===== src/include/bts_pkg.sv =====
package bts_pkg;
  localparam int DATA_W = 24;
  localparam int ACC_W  = 56;
  localparam int SR_W   = 16;
  localparam int ADDR_W = 16;
  localparam int REG_W  = 6;
  localparam int SP_W   = 6;

  // Bit-manipulation class fields
  localparam logic [6:0] BIT_CLASS_HI  = 7'h05;
  localparam logic [1:0] FORM_ABS      = 2'h0;
  localparam logic [1:0] FORM_EA       = 2'h1;
  localparam logic [1:0] FORM_IO       = 2'h2;
  localparam logic [1:0] FORM_REG      = 2'h3;
  localparam logic [5:0] EA_ABS        = 6'h30;
  localparam logic [2:0] EA_POST_DEC_N = 3'h0;
  localparam logic [2:0] EA_POST_INC_N = 3'h1;
  localparam logic [2:0] EA_POST_DEC   = 3'h2;
  localparam logic [2:0] EA_POST_INC   = 3'h3;
  localparam logic [2:0] EA_PLAIN      = 3'h4;
  localparam logic [2:0] EA_INDEXED    = 3'h5;
  localparam logic [2:0] EA_PRE_DEC    = 3'h7;
  localparam logic [ADDR_W-1:0] IO_BASE = 16'hFFC0;

  // Accumulator class fields
  localparam logic [3:0] CLR_HI = 4'h1;
  localparam logic [2:0] CLR_LO = 3'h3;
  localparam logic [2:0] CMP_LO = 3'h5;
  localparam logic [2:0] JJJ_ACC = 3'h0;
  localparam logic [2:0] JJJ_X0  = 3'h4;
  localparam logic [2:0] JJJ_Y0  = 3'h5;
  localparam logic [2:0] JJJ_X1  = 3'h6;

  // Register codes
  localparam logic [REG_W-1:0] REG_X0  = 6'h04;
  localparam logic [REG_W-1:0] REG_X1  = 6'h05;
  localparam logic [REG_W-1:0] REG_Y0  = 6'h06;
  localparam logic [REG_W-1:0] REG_Y1  = 6'h07;
  localparam logic [REG_W-1:0] REG_SR  = 6'h29;
  localparam logic [REG_W-1:0] REG_STK_HI = 6'h2C;

  // Status word layout
  localparam int CCR_C = 0;
  localparam int CCR_V = 1;
  localparam int CCR_Z = 2;
  localparam int CCR_N = 3;
  localparam int CCR_U = 4;
  localparam int CCR_E = 5;
  localparam int CCR_L = 6;
  localparam logic [SR_W-1:0] SR_IMPL_MASK = 16'hAF7F;
  localparam logic [SR_W-1:0] SR_RESET     = 16'h0300;
  localparam logic [SP_W-1:0] SP_RESET     = 6'h00;

  // Oscillator cycles before the charged extras
  localparam int BITOP_BASE_CYC = 4;
  localparam int ALU_BASE_CYC   = 2;
  localparam int NONE_BASE_CYC  = 1;

  // Software port map
  localparam logic [1:0] SWA_STATUS = 2'h0;
  localparam logic [1:0] SWA_SP     = 2'h1;
  localparam logic [1:0] SWA_INFO   = 2'h2;

  typedef enum logic [2:0] {
    ST_IDLE  = 3'h0,
    ST_FETCH = 3'h1,
    ST_TEST  = 3'h3,
    ST_STORE = 3'h2,
    ST_HOLD  = 3'h6,
    ST_ALU   = 3'h4
  } bts_state_e;

  typedef enum logic [1:0] {
    K_NONE = 2'h0,
    K_BIT  = 2'h1,
    K_CLR  = 2'h2,
    K_CMP  = 2'h3
  } bts_kind_e;
endpackage : bts_pkg


===== src/include/bts_acc_if.sv =====
interface bts_acc_if;
  import bts_pkg::*;
  logic              clear_stb;
  logic              cmp_stb;
  logic              load_stb;
  logic              sel_b;
  logic              load_b;
  logic              src1_from_acc;
  logic [DATA_W-1:0] src1_word;
  logic [ACC_W-1:0]  load_data;
  logic              flag_c;
  logic              flag_v;
  logic              flag_z;
  logic              flag_n;
  logic              flag_u;
  logic              flag_e;
  logic [ACC_W-1:0]  acc_a;
  logic [ACC_W-1:0]  acc_b;

  modport exec (output clear_stb, cmp_stb, load_stb, sel_b, load_b, src1_from_acc, src1_word,
                load_data, input flag_c, flag_v, flag_z, flag_n, flag_u, flag_e, acc_a, acc_b);
  modport unit (input clear_stb, cmp_stb, load_stb, sel_b, load_b, src1_from_acc, src1_word,
                load_data, output flag_c, flag_v, flag_z, flag_n, flag_u, flag_e, acc_a, acc_b);
endinterface : bts_acc_if


===== src/core/bts_acc_unit.sv =====
module bts_acc_unit
  import bts_pkg::*;
(
  input  wire logic clock,
  input  wire logic rst_b,
  bts_acc_if.unit   acc
);
  logic [ACC_W-1:0] acc_a_reg;
  logic [ACC_W-1:0] acc_b_reg;
  logic [ACC_W-1:0] s2;
  logic [ACC_W-1:0] src1;
  logic [ACC_W:0]   diff;
  logic [ACC_W-1:0] res;

  assign s2   = acc.sel_b ? acc_b_reg : acc_a_reg;
  // Word operand sits in the middle part, low part zero, top sign extended
  assign src1 = acc.src1_from_acc ? (acc.sel_b ? acc_a_reg : acc_b_reg)
              : {{(ACC_W-2*DATA_W){acc.src1_word[DATA_W-1]}}, acc.src1_word, {DATA_W{1'b0}}};
  // Difference only feeds the flags, never an accumulator
  assign diff = {1'b0, s2} - {1'b0, src1};
  assign res  = diff[ACC_W-1:0];

  assign acc.flag_c = diff[ACC_W];
  assign acc.flag_v = (s2[ACC_W-1] ^ src1[ACC_W-1]) & (s2[ACC_W-1] ^ res[ACC_W-1]);
  assign acc.flag_z = (res == '0);
  assign acc.flag_n = res[ACC_W-1];
  // Extension in use when bits 55..47 disagree
  assign acc.flag_e = !((&res[ACC_W-1:2*DATA_W-1]) || !(|res[ACC_W-1:2*DATA_W-1]));
  assign acc.flag_u = ~(res[2*DATA_W-1] ^ res[2*DATA_W-2]);
  assign acc.acc_a  = acc_a_reg;
  assign acc.acc_b  = acc_b_reg;

  always_ff @(posedge clock or negedge rst_b) begin
    if (!rst_b) begin
      acc_a_reg <= '0;
      acc_b_reg <= '0;
    end else if (acc.clear_stb) begin
      if (acc.sel_b) acc_b_reg <= '0;
      else acc_a_reg <= '0;
    end else if (acc.load_stb) begin
      if (acc.load_b) acc_b_reg <= acc.load_data;
      else acc_a_reg <= acc.load_data;
    end
  end
endmodule : bts_acc_unit


===== src/core/bts_exec.sv =====
// Implementation choices: strobed register access and the placing of the registers.
module bts_exec
  import bts_pkg::*;
#(
  parameter int MV_W = 4
) (
  input  wire logic              clock,
  input  wire logic              rst_b,
  input  wire logic              instr_valid,
  input  wire logic [DATA_W-1:0] instr_word,
  input  wire logic [DATA_W-1:0] ext_word,
  input  wire logic [MV_W-1:0]   extra_cycles,
  input  wire logic              move_limit,
  output logic                   instr_ready,
  output logic                   instr_done,
  output logic [1:0]             instr_words,
  output logic                   mem_rd,
  output logic                   mem_wr,
  output logic                   mem_lock,
  output logic                   mem_space,
  output logic [ADDR_W-1:0]      mem_addr,
  output logic [DATA_W-1:0]      mem_wdata,
  input  wire logic [DATA_W-1:0] mem_rdata,
  output logic [REG_W-1:0]       reg_sel,
  input  wire logic [DATA_W-1:0] reg_rdata,
  output logic                   reg_wr,
  output logic [DATA_W-1:0]      reg_wdata,
  output logic [2:0]             agu_sel,
  input  wire logic [ADDR_W-1:0] agu_r,
  input  wire logic [ADDR_W-1:0] agu_n,
  output logic                   agu_wr,
  output logic [ADDR_W-1:0]      agu_wdata,
  input  wire logic              acc_wr,
  input  wire logic              acc_wsel_b,
  input  wire logic [ACC_W-1:0]  acc_wdata,
  output logic [ACC_W-1:0]       acc_a,
  output logic [ACC_W-1:0]       acc_b,
  output logic [SR_W-1:0]        status_word,
  output logic [SP_W-1:0]        stack_ptr,
  input  wire logic [1:0]        sw_addr,
  input  wire logic [DATA_W-1:0] sw_wdata,
  input  wire logic              sw_wr,
  input  wire logic              sw_rd,
  output logic [DATA_W-1:0]      sw_rdata
);
  localparam int CNT_W = MV_W + 3;

  if (MV_W < 1 || MV_W > 8) begin : g_bad_mv_w
    $error("bts_exec: MV_W must lie in 1..8");
  end

  function automatic logic dec_bit(input logic [DATA_W-1:0] w);
    return (w[23:17] == BIT_CLASS_HI) && !w[7] && w[5] && (w[15:14] != FORM_REG || w[6]);
  endfunction : dec_bit

  function automatic logic dec_clr(input logic [DATA_W-1:0] w);
    return (w[7:4] == CLR_HI) && (w[2:0] == CLR_LO);
  endfunction : dec_clr

  function automatic logic dec_cmp(input logic [DATA_W-1:0] w);
    return !w[7] && (w[2:0] == CMP_LO) && (w[6:4] == JJJ_ACC || w[6]);
  endfunction : dec_cmp

  function automatic logic [REG_W-1:0] jjj_reg(input logic [2:0] j);
    unique case (j)
      JJJ_X0:  return REG_X0;
      JJJ_Y0:  return REG_Y0;
      JJJ_X1:  return REG_X1;
      default: return REG_Y1;
    endcase
  endfunction : jjj_reg

  bts_state_e           state_reg;
  bts_state_e           state_next;
  bts_kind_e            kind_reg;
  bts_kind_e            kind_take;
  logic [DATA_W-1:0]    instr_reg;
  logic [ADDR_W-1:0]    addr_reg;
  logic [ADDR_W-1:0]    agu_new_reg;
  logic                 agu_upd_reg;
  logic [DATA_W-1:0]    word_reg;
  logic [CNT_W-1:0]     cnt_reg;
  logic [CNT_W-1:0]     end_reg;
  logic [1:0]           words_reg;
  logic [SR_W-1:0]      status_reg;
  logic [SR_W-1:0]      status_next;
  logic [SP_W-1:0]      sp_reg;
  logic [SP_W-1:0]      sp_next;
  logic                 carry_last_reg;
  logic [DATA_W-1:0]    sw_rdata_reg;

  bts_acc_if acc_bus ();

  bts_acc_unit u_acc (
    .clock (clock),
    .rst_b (rst_b),
    .acc   (acc_bus.unit)
  );

  // Decode at the accepting edge
  wire              take       = instr_valid && instr_ready;
  wire [1:0]        form_take  = instr_word[15:14];
  wire [2:0]        ea_mode    = instr_word[13:11];
  wire              ea_abs     = (instr_word[13:8] == EA_ABS);
  wire [ADDR_W-1:0] r_plus_n   = agu_r + agu_n;
  wire [ADDR_W-1:0] r_minus_n  = agu_r - agu_n;
  wire [ADDR_W-1:0] r_plus_1   = agu_r + ADDR_W'(1);
  wire [ADDR_W-1:0] r_minus_1  = agu_r - ADDR_W'(1);
  wire [ADDR_W-1:0] short_addr = {{(ADDR_W-6){1'b0}}, instr_word[13:8]};

  // Effective address modes and their register update
  wire [ADDR_W-1:0] ea_addr = ea_abs ? ext_word[ADDR_W-1:0]
                            : (ea_mode == EA_INDEXED) ? r_plus_n
                            : (ea_mode == EA_PRE_DEC) ? r_minus_1 : agu_r;
  wire [ADDR_W-1:0] ea_new  = (ea_mode == EA_POST_DEC_N) ? r_minus_n
                            : (ea_mode == EA_POST_INC_N) ? r_plus_n
                            : (ea_mode == EA_POST_INC)   ? r_plus_1 : r_minus_1;
  wire              ea_upd  = !ea_abs && (ea_mode == EA_POST_DEC_N || ea_mode == EA_POST_INC_N
                            || ea_mode == EA_POST_DEC || ea_mode == EA_POST_INC
                            || ea_mode == EA_PRE_DEC);
  wire [ADDR_W-1:0] addr_take = (form_take == FORM_ABS) ? short_addr
                              : (form_take == FORM_IO) ? (IO_BASE | short_addr) : ea_addr;

  assign kind_take = dec_bit(instr_word) ? K_BIT
                   : dec_clr(instr_word) ? K_CLR
                   : dec_cmp(instr_word) ? K_CMP : K_NONE;

  wire [CNT_W-1:0] base_take = (kind_take == K_BIT) ? CNT_W'(BITOP_BASE_CYC)
                             : (kind_take == K_NONE) ? CNT_W'(NONE_BASE_CYC)
                             : CNT_W'(ALU_BASE_CYC);
  wire [CNT_W-1:0] end_take  = base_take + CNT_W'(extra_cycles) - CNT_W'(1);
  // One word, plus the extension word for absolute addressing
  wire [1:0] words_take = (kind_take == K_BIT && form_take == FORM_EA && ea_abs) ? 2'h2 : 2'h1;

  // Decode of the held instruction
  wire [1:0]  form     = instr_reg[15:14];
  wire        is_bit   = (kind_reg == K_BIT);
  wire        probe    = instr_reg[16];
  wire        dest_mem = is_bit && (form != FORM_REG);
  wire        dest_reg = is_bit && (form == FORM_REG);
  wire        dest_sr  = dest_reg && (instr_reg[13:8] == REG_SR);
  wire        dest_stk = dest_reg && (instr_reg[13:8] == REG_STK_HI);
  wire        last_cyc = (cnt_reg == end_reg);
  // Bit numbers past 23 shift the mask out: reserved, no bit hit
  wire [DATA_W-1:0] bit_mask = DATA_W'(1) << instr_reg[4:0];
  wire [DATA_W-1:0] src_word = dest_mem ? mem_rdata : word_reg;
  wire              bit_val  = |(src_word & bit_mask);
  wire              test_cyc = (state_reg == ST_TEST);
  wire              alu_cyc  = (state_reg == ST_ALU);

  // Sequencer
  always_comb begin
    state_next = state_reg;
    unique case (state_reg)
      ST_IDLE: begin
        if (take) begin
          state_next = (kind_take == K_BIT) ? ST_FETCH
                     : (kind_take == K_NONE) ? ST_HOLD : ST_ALU;
        end
      end
      ST_FETCH: state_next = ST_TEST;
      ST_TEST:  state_next = ST_STORE;
      ST_STORE: state_next = ST_HOLD;
      ST_ALU:   state_next = ST_HOLD;
      ST_HOLD: begin
        if (last_cyc) state_next = ST_IDLE;
      end
      default:  state_next = ST_IDLE;
    endcase
  end

  always_ff @(posedge clock or negedge rst_b) begin
    if (!rst_b) begin
      state_reg <= ST_IDLE;
      cnt_reg   <= '0;
    end else begin
      state_reg <= state_next;
      cnt_reg   <= take ? '0 : cnt_reg + CNT_W'(1);
    end
  end

  always_ff @(posedge clock or negedge rst_b) begin
    if (!rst_b) begin
      kind_reg    <= K_NONE;
      instr_reg   <= '0;
      addr_reg    <= '0;
      agu_new_reg <= '0;
      agu_upd_reg <= 1'b0;
      end_reg     <= '0;
      words_reg   <= 2'h1;
    end else if (take) begin
      kind_reg    <= kind_take;
      instr_reg   <= instr_word;
      addr_reg    <= addr_take;
      agu_new_reg <= ea_new;
      agu_upd_reg <= (kind_take == K_BIT) && (form_take == FORM_EA) && ea_upd;
      end_reg     <= end_take;
      words_reg   <= words_take;
    end
  end

  // Operand word: read in fetch, modified in test, written back in store
  always_ff @(posedge clock or negedge rst_b) begin
    if (!rst_b) begin
      word_reg       <= '0;
      carry_last_reg <= 1'b0;
    end else if (state_reg == ST_FETCH) begin
      word_reg <= dest_sr ? {{(DATA_W-SR_W){1'b0}}, status_reg} : reg_rdata;
    end else if (test_cyc) begin
      word_reg       <= src_word | bit_mask;
      carry_last_reg <= bit_val;
    end
  end

  // Status word: instruction updates override a software write in the same cycle
  always_comb begin
    status_next = status_reg;
    if (sw_wr && sw_addr == SWA_STATUS) status_next = sw_wdata[SR_W-1:0] & SR_IMPL_MASK;
    if (test_cyc && is_bit) begin
      if (dest_sr && !probe) begin
        status_next = status_reg | (bit_mask[SR_W-1:0] & SR_IMPL_MASK);
      end else begin
        status_next = status_reg;
        status_next[CCR_C] = bit_val;
      end
    end
    if (alu_cyc && kind_reg == K_CLR) begin
      status_next = status_reg;
      status_next[CCR_E] = 1'b0;
      status_next[CCR_N] = 1'b0;
      status_next[CCR_V] = 1'b0;
      status_next[CCR_U] = 1'b1;
      status_next[CCR_Z] = 1'b1;
      status_next[CCR_L] = status_reg[CCR_L] | move_limit;
    end
    if (alu_cyc && kind_reg == K_CMP) begin
      status_next = status_reg;
      status_next[CCR_C] = acc_bus.flag_c;
      status_next[CCR_V] = acc_bus.flag_v;
      status_next[CCR_Z] = acc_bus.flag_z;
      status_next[CCR_N] = acc_bus.flag_n;
      status_next[CCR_U] = acc_bus.flag_u;
      status_next[CCR_E] = acc_bus.flag_e;
      status_next[CCR_L] = status_reg[CCR_L] | acc_bus.flag_v | move_limit;
    end
  end

  // Probing the stack top pops the stack
  assign sp_next = (test_cyc && dest_stk && probe) ? sp_reg - SP_W'(1)
                 : (sw_wr && sw_addr == SWA_SP) ? sw_wdata[SP_W-1:0] : sp_reg;

  always_ff @(posedge clock or negedge rst_b) begin
    if (!rst_b) begin
      status_reg <= SR_RESET;
      sp_reg     <= SP_RESET;
    end else begin
      status_reg <= status_next;
      sp_reg     <= sp_next;
    end
  end

  // Software read port, data valid only in the cycle after the strobe
  wire [DATA_W-1:0] info_word = {{(DATA_W-8){1'b0}}, words_reg, carry_last_reg,
                                 !instr_ready, 1'b0, state_reg};
  wire [DATA_W-1:0] sw_mux = (sw_addr == SWA_STATUS) ? {{(DATA_W-SR_W){1'b0}}, status_reg}
                           : (sw_addr == SWA_SP) ? {{(DATA_W-SP_W){1'b0}}, sp_reg}
                           : (sw_addr == SWA_INFO) ? info_word : '0;

  always_ff @(posedge clock or negedge rst_b) begin
    if (!rst_b) sw_rdata_reg <= '0;
    else sw_rdata_reg <= sw_rd ? sw_mux : '0;
  end

  // Accumulator unit hookup
  assign acc_bus.clear_stb   = alu_cyc && (kind_reg == K_CLR);
  assign acc_bus.cmp_stb     = alu_cyc && (kind_reg == K_CMP);
  assign acc_bus.load_stb    = acc_wr;
  assign acc_bus.load_b      = acc_wsel_b;
  assign acc_bus.load_data   = acc_wdata;
  assign acc_bus.sel_b       = instr_reg[3];
  assign acc_bus.src1_from_acc = (instr_reg[6:4] == JJJ_ACC);
  assign acc_bus.src1_word     = reg_rdata;

  // Memory side: read in fetch, write in store, lock held across both except on a probe, which reads unlocked
  assign mem_rd    = (state_reg == ST_FETCH) && dest_mem;
  assign mem_wr    = (state_reg == ST_STORE) && dest_mem && !probe;
  assign mem_lock  = dest_mem && !probe && (state_reg == ST_FETCH || test_cyc
                   || state_reg == ST_STORE);
  assign mem_space = instr_reg[6];
  assign mem_addr  = addr_reg;
  assign mem_wdata = word_reg;

  // Register side; the status word is written in the status word block instead
  assign reg_sel   = alu_cyc ? jjj_reg(instr_reg[6:4]) : instr_reg[13:8];
  assign reg_wr    = (state_reg == ST_STORE) && dest_reg && !probe && !dest_sr;
  assign reg_wdata = word_reg;

  // Address register update is issued once, in the fetch cycle
  assign agu_sel   = (state_reg == ST_IDLE) ? instr_word[10:8] : instr_reg[10:8];
  assign agu_wr    = (state_reg == ST_FETCH) && agu_upd_reg;
  assign agu_wdata = agu_new_reg;

  assign instr_ready = (state_reg == ST_IDLE);
  assign instr_done  = (state_reg == ST_HOLD) && last_cyc;
  assign instr_words = words_reg;
  assign acc_a       = acc_bus.acc_a;
  assign acc_b       = acc_bus.acc_b;
  assign status_word = status_reg;
  assign stack_ptr   = sp_reg;
  assign sw_rdata    = sw_rdata_reg;
endmodule : bts_exec


===== config.mk =====
export PLATFORM = sky130hd
export DESIGN_NAME = bts_exec
export DESIGN_NICKNAME = d
export VERILOG_FILES = /design/src/include/bts_pkg.sv /design/src/include/bts_acc_if.sv /design/src/core/bts_acc_unit.sv /design/src/core/bts_exec.sv
export SDC_FILE = /design/constraint.sdc
export NUM_CORES = 1
export LEC_CHECK = 0
export BUFFER_PORTS_ARGS = -buffer_cell sky130_fd_sc_hd__buf_2
export CORE_ASPECT_RATIO = 1.1
export CORE_MARGIN = 8
export CORE_UTILIZATION = 34
export DETAILED_ROUTE_END_ITERATION = 10
export SLEW_MARGIN = 20
export SYNTH_ARGS = -nofsm -noshare
export SYNTH_HDL_FRONTEND = slang
export SYNTH_SLANG_ARGS = --single-unit
export TNS_END_PERCENT = 30

===== constraint.sdc =====
create_clock -name clock -period 15.1 [get_ports clock]
set_input_delay 3.02 -clock clock [delete_from_list [all_inputs] [get_ports clock]]
set_output_delay 3.02 -clock clock [all_outputs]
set_load 0.05 [all_outputs]

---- Word-level counts from Yosys, hierarchy flattened ----
Index checks and enable logic that the tools add are counted.
cells by class
  bitwise logic cells ..................... 14
  mux-type cells .......................... 49
  shifts and indexed selects .............. 1
  equality and inequality tests ........... 40
  $mul .................................... 0
  reductions and logical operators ........ 75
  add/sub/neg operators ................... 9
  $lt $le $gt $ge ......................... 0
  divide/modulo/power cells ............... 0
operators with widths
  operator               number
  $mux 56                11
  $mux 16                13
  $mux 24                4
  $sub 56x56->57         1
  $logic_not 56->1       1
  $logic_and 1x1->1      33
  $and 24x24->24         1
  $eq 3x3->1 const B     8
  $or 24x24->24          1
  $reduce_or 24->1       1
  $shl 1x5->24 const A   1
  $mux 7                 3
  $eq 6x6->1 const B     3
  $mux 6                 3
  $add 16x1->16 const B  1
  $add 16x16->16         1
  $mux 8                 2
  $or 16x16->16          1
  $sub 16x1->16 const B  1
  $sub 16x16->16         1
  $eq 3x2->1 const B     5
  $mux 3                 5
  $pmux 3 s5             1
  $logic_not 3->1        4
  other kinds (31)       82
word-level totals
  memory bits (writable) .................. 0
  bits in latches ......................... 0
  memories ................................ 0
  bits in read-only memories .............. 0
  input bits .............................. 222
  flip-flop bits (word level) ............. 246
  logic and storage cells ................. 206

---- Logic depth before layout (Yosys ltp) ----
  word-level depth ........................ 11
  depth in mapped cells ................... 33
  gate-level depth less buffers ........... 30

---- By module ----
A second synthesis with hierarchy kept.
unflattened totals
  cell total of the unflattened synthesis .. 2,520
  area total of the unflattened synthesis .. 20,098.0 sq um
modules (own cells, without submodules)
  module        times used  area each (sq um)  cells each  seq. area each (sq um)
  bts_exec      1           10,292.4           1,313       3,206.8
  bts_acc_unit  1           9,805.7            1,207       2,802.7

---- Least setup slack after synthesis ----
No wires, ideal clock.
  kind .................................... input -> register
  start ................................... in reg_rdata[1]
  end ..................................... reg status_reg[2] (netlist: status_word[2])
  arrival ................................. 8.106 ns
  library setup time ...................... 0.078 ns
  data required time ...................... 15.022 ns
  cell stages on the path ................. 28
  setup slack ............................. 6.916 ns
  path buffers ............................ 1
  path through ............................ a21oi_1 -> ha_1 -> buf_2 -> a21oi_1 -> o21ai_1 -> o41ai_1 -> o21ai_0 -> o21ba_2 -> a21oi_2 -> or2_2 -> a31oi_1 -> nor2b_1 -> o21a_1 -> o2111a_1 -> a211oi_1 -> ha_1 -> nand2_1 -> nor3_1 -> o21ai_0 -> a2111oi_0 -> o211ai_1 -> a2111oi_2 -> nand4_1 -> or4_1 -> or4_1 -> nor4_1 -> nand4_1 -> a21oi_1
on the way
  word-level cells in the longest chain between the ends .. 4
ends and longest elaborated chain
  element               line                text
  start, declared       bts_exec.sv:25      input wire logic [DATA_W-1:0] reg_rdata,
  $mux 56               bts_acc_unit.sv:17  assign src1 = acc.src1_from_acc ? (acc.sel_b ? acc_a_reg : acc_b_reg)
  $sub 56x56->57        bts_acc_unit.sv:20  assign diff = {1'b0, s2} - {1'b0, src1};
  $logic_not 56->1      bts_acc_unit.sv:25  assign acc.flag_z = (res == '0);
  $mux 7                bts_exec.sv:236     if (alu_cyc && kind_reg == K_CMP) begin
  end signal, assigned  bts_exec.sv:257     status_reg <= status_next;
  end, declared         bts_exec.sv:85      logic [SR_W-1:0] status_reg;
Every way passes these cells.
A chain may end at the register's enable or synchronous reset.

---- Worst setup path after layout ----
Ends and elaborated chain as after synthesis.

==> impl_metrics.toml <==
[sta]
finClkSkew_ps = 23.5
min_period_ps = 8920
tightestPinTransition_ps = 1050
max_freq_mhz = 112
maxSlewHeadroom = 0.302
hold_slack_ps = 470
setup_viol = 0
finalHoldViolations = 0
slew_viol_final = 0
post-route-period-util = 0.591
rsz0062_at_grt = "false"
setup_tns_ps = 0

[clocking]
clk_pin_slew_ps = 60
cts_resized = 0
cts_buffers = 30
clockRootBuffer = "clkbuf_16"
hold_buffers = 0
cts_setup_buffers = 0
clock_latency_ps = 600
cts.path.max_buffers = 3
cts_tree = "done"
clock-sinks = 240
h-tree-depth = 1

[placement]
io_buffer_count = 448
routabilityCongestion = 0.925
dp_hpwl_um = 60000
place_area_um2 = 22100

[floorplanning]
std_cell_rows = 92
start_util = 0.343
die-area_um2 = 65500
coreArea_um2 = 57100
die_h_um = 268
pin_count = 479
die_w_um = 245

[logic_synthesis]
synth_top_cell_by_area = "dfrtp_1"
synth_area_leaders = "dfrtp_1 (30%), nand2_1 (8.0%), ha_1 (6.3%), o21ai_0 (5.9%), mux2_2 (5.3%)"
ys_seq_area_frac = 0.307
netlist_area_um2 = 19600
async_reset_ff_frac = 1.00
netlist_instances = 2484
avgSynthCellArea_um2 = 7.88
ys_warn_count = 0
ys_seq_elements = 240
synth_cell_types = 93
synth_edf_count = 0
synth-main-ff-cell = "dfrtp_1"
synth_top_area_share = 0.303

[detailed_routing]
detail-route-antenna-nets = 0
first_pass_iters = 5
wl_per_cell_um = 21.4
vias = 19700
wl_um = 76200
drtIter0Drc = 1464
via_per_inst = 5.52
drc = 0

[cells_and_area]
syn_to_final_growth_pct = 18.0
final_cell_mix = "buf_2 (447), nand2_1 (415), dfrtp_1 (236), o21ai_0 (232), nor2_1 (191)"
fin_area_um2 = 23100
nNetsFinal = 3116
layout_commonest_cell = "buf_2"
final_layout_size_suffix_gt1_frac = 0.233

[hold_path]
hp-class = "flip-flop to flip-flop"
min_from = "agu_wdata[1]"

[worst_setup_path]
cpMostUsedCell = "a21oi_1"
required_ps = 15620
cp_slowest_cell = "ha_1"
cp_max_fo = 8
startpoint_type = "input pin"
cpPeakStageDelay_ps = 430
arrival_ps = 9440
rr_startpoint = "instr_reg[3]"
cp-end-kind = "flip-flop"
crit_start = "reg_rdata[1]"
critPathKind = "input pin to flip-flop"

[run]
maxCapViolCount = 0

[global_routing]
antenna_found_initial = 2
grt_max_degree = 113
grt-ovfl-total = 0
track_usage = 0.222
grt_pass1_wl_um = 117000
grt_pass1_vias = 19600

[power]
ir_worst_vdd_uv = 92.6
cellPowerDensity_nw_per_um2 = 134
p_leak_uw = 0.0110

[run_status]
status = "finished, final reports clean"
-- routing by layer --
layer  track usage  part of all wire  vias to the layer above  wire, µm
met5             0                 0                        -         0
met4        0.0701             0.029                        0      2230
met3        0.0383             0.069                       97      5230
met2         0.371              0.47                      699     35800
met1         0.290              0.43                     9499     33000
li1              -                 -                     9421         -
-- cells in the mapped netlist (6+ instances only) --
cell      count
a21oi_1     185
or3_1        18
nor3_1       41
a31oi_1      29
o21bai_1     24
o22ai_1      37
a221o_1       6
o211ai_1     27
ha_1         98
o41ai_1       6
o21ai_0     232
nand3_1      50
buf_4        39
o21a_1        7
buf_1        13
a311oi_1     12
a21o_1       35
nor3b_1       6
inv_1        79
nor2b_1      24
xor2_1       28
nor4_1       11
and3_1       17
a211oi_1     11
buf_2         9
o31a_1        9
clkbuf_1    139
nand2_1     417
nor2_1      191
a221oi_1     13
dfrtp_1     237
mux2i_1      76
or2_2         7
nand4_1      21
nand2b_1     22
o221ai_1      7
o22a_1       10
and2_1       31
mux2_2       92
xnor2_1      54
o31ai_1      10
-- power by group --
group          switching (µW)  internal [µW]  leakage [µW]
Clock                     308            408      0.000482
Sequential                122            737       0.00297
Combinational            1010            513       0.00750
Total                    1440           1660        0.0110
-- critical path, delay by kind of cell --
kind / cells / cell delay [ps]
simple gates: 9 / 2010
buf+inv: 1 / 160
compound gates: 16 / 3550
fa+ha+maj: 2 / 680
-- area by class of cell --
class / instances / area, µm²
clock inverters: 14 / 138
diodes: 3 / 7.51
fillers: 5947 / 34000
flip-flops and latches: 240 / 6010
repair buffers: 467 / 2410
well taps: 752 / 941
clock buffers: 40 / 838
inverters: 79 / 297
multi-input cells: 1974 / 12500
-- worst paths after layout --
path,depth (start not counted),to,slack [ps]
max,28,status_word[2],6180
min,2,agu_wdata[1],470
max reg2reg,28,status_word[2],6540
min reg2reg,2,agu_wdata[1],470
max in group asynchronous,3,agu_wdata[10],10310
min in group asynchronous,1,u_acc.acc.acc_b[48],2490
-- kinds of logic (layout without fill, tap and decap cells) --
logic type / after synthesis / count (layout) / share of synthesized area
AOI/OAI and AO/OA: 718 / 718 / 0.229
DFF: 240 / 240 / 0.307
muxes: 168 / 168 / 0.0917
other: 1 / 15 / 0.000191
adders and majority gates: 102 / 102 / 0.0667
xor gates and xnor gates: 82 / 82 / 0.0367
and+or+nand+nor: 892 / 892 / 0.207
buffers and inverters: 281 / 600 / 0.0624
-- metrics by stage --
stage                     utilization  setup slack [ps]  cells  total power (µW)
after global routing            0.405              5530   3567              3290
after floorplan                     -              6920   2495              1960
after global placement          0.387              5650   3511              2360
final                           0.405              6180   3569              3100
after detailed placement        0.387              5600   3511              2380
after CTS                       0.404              6210   3565              3110
(Power assumes the default switching activity.)
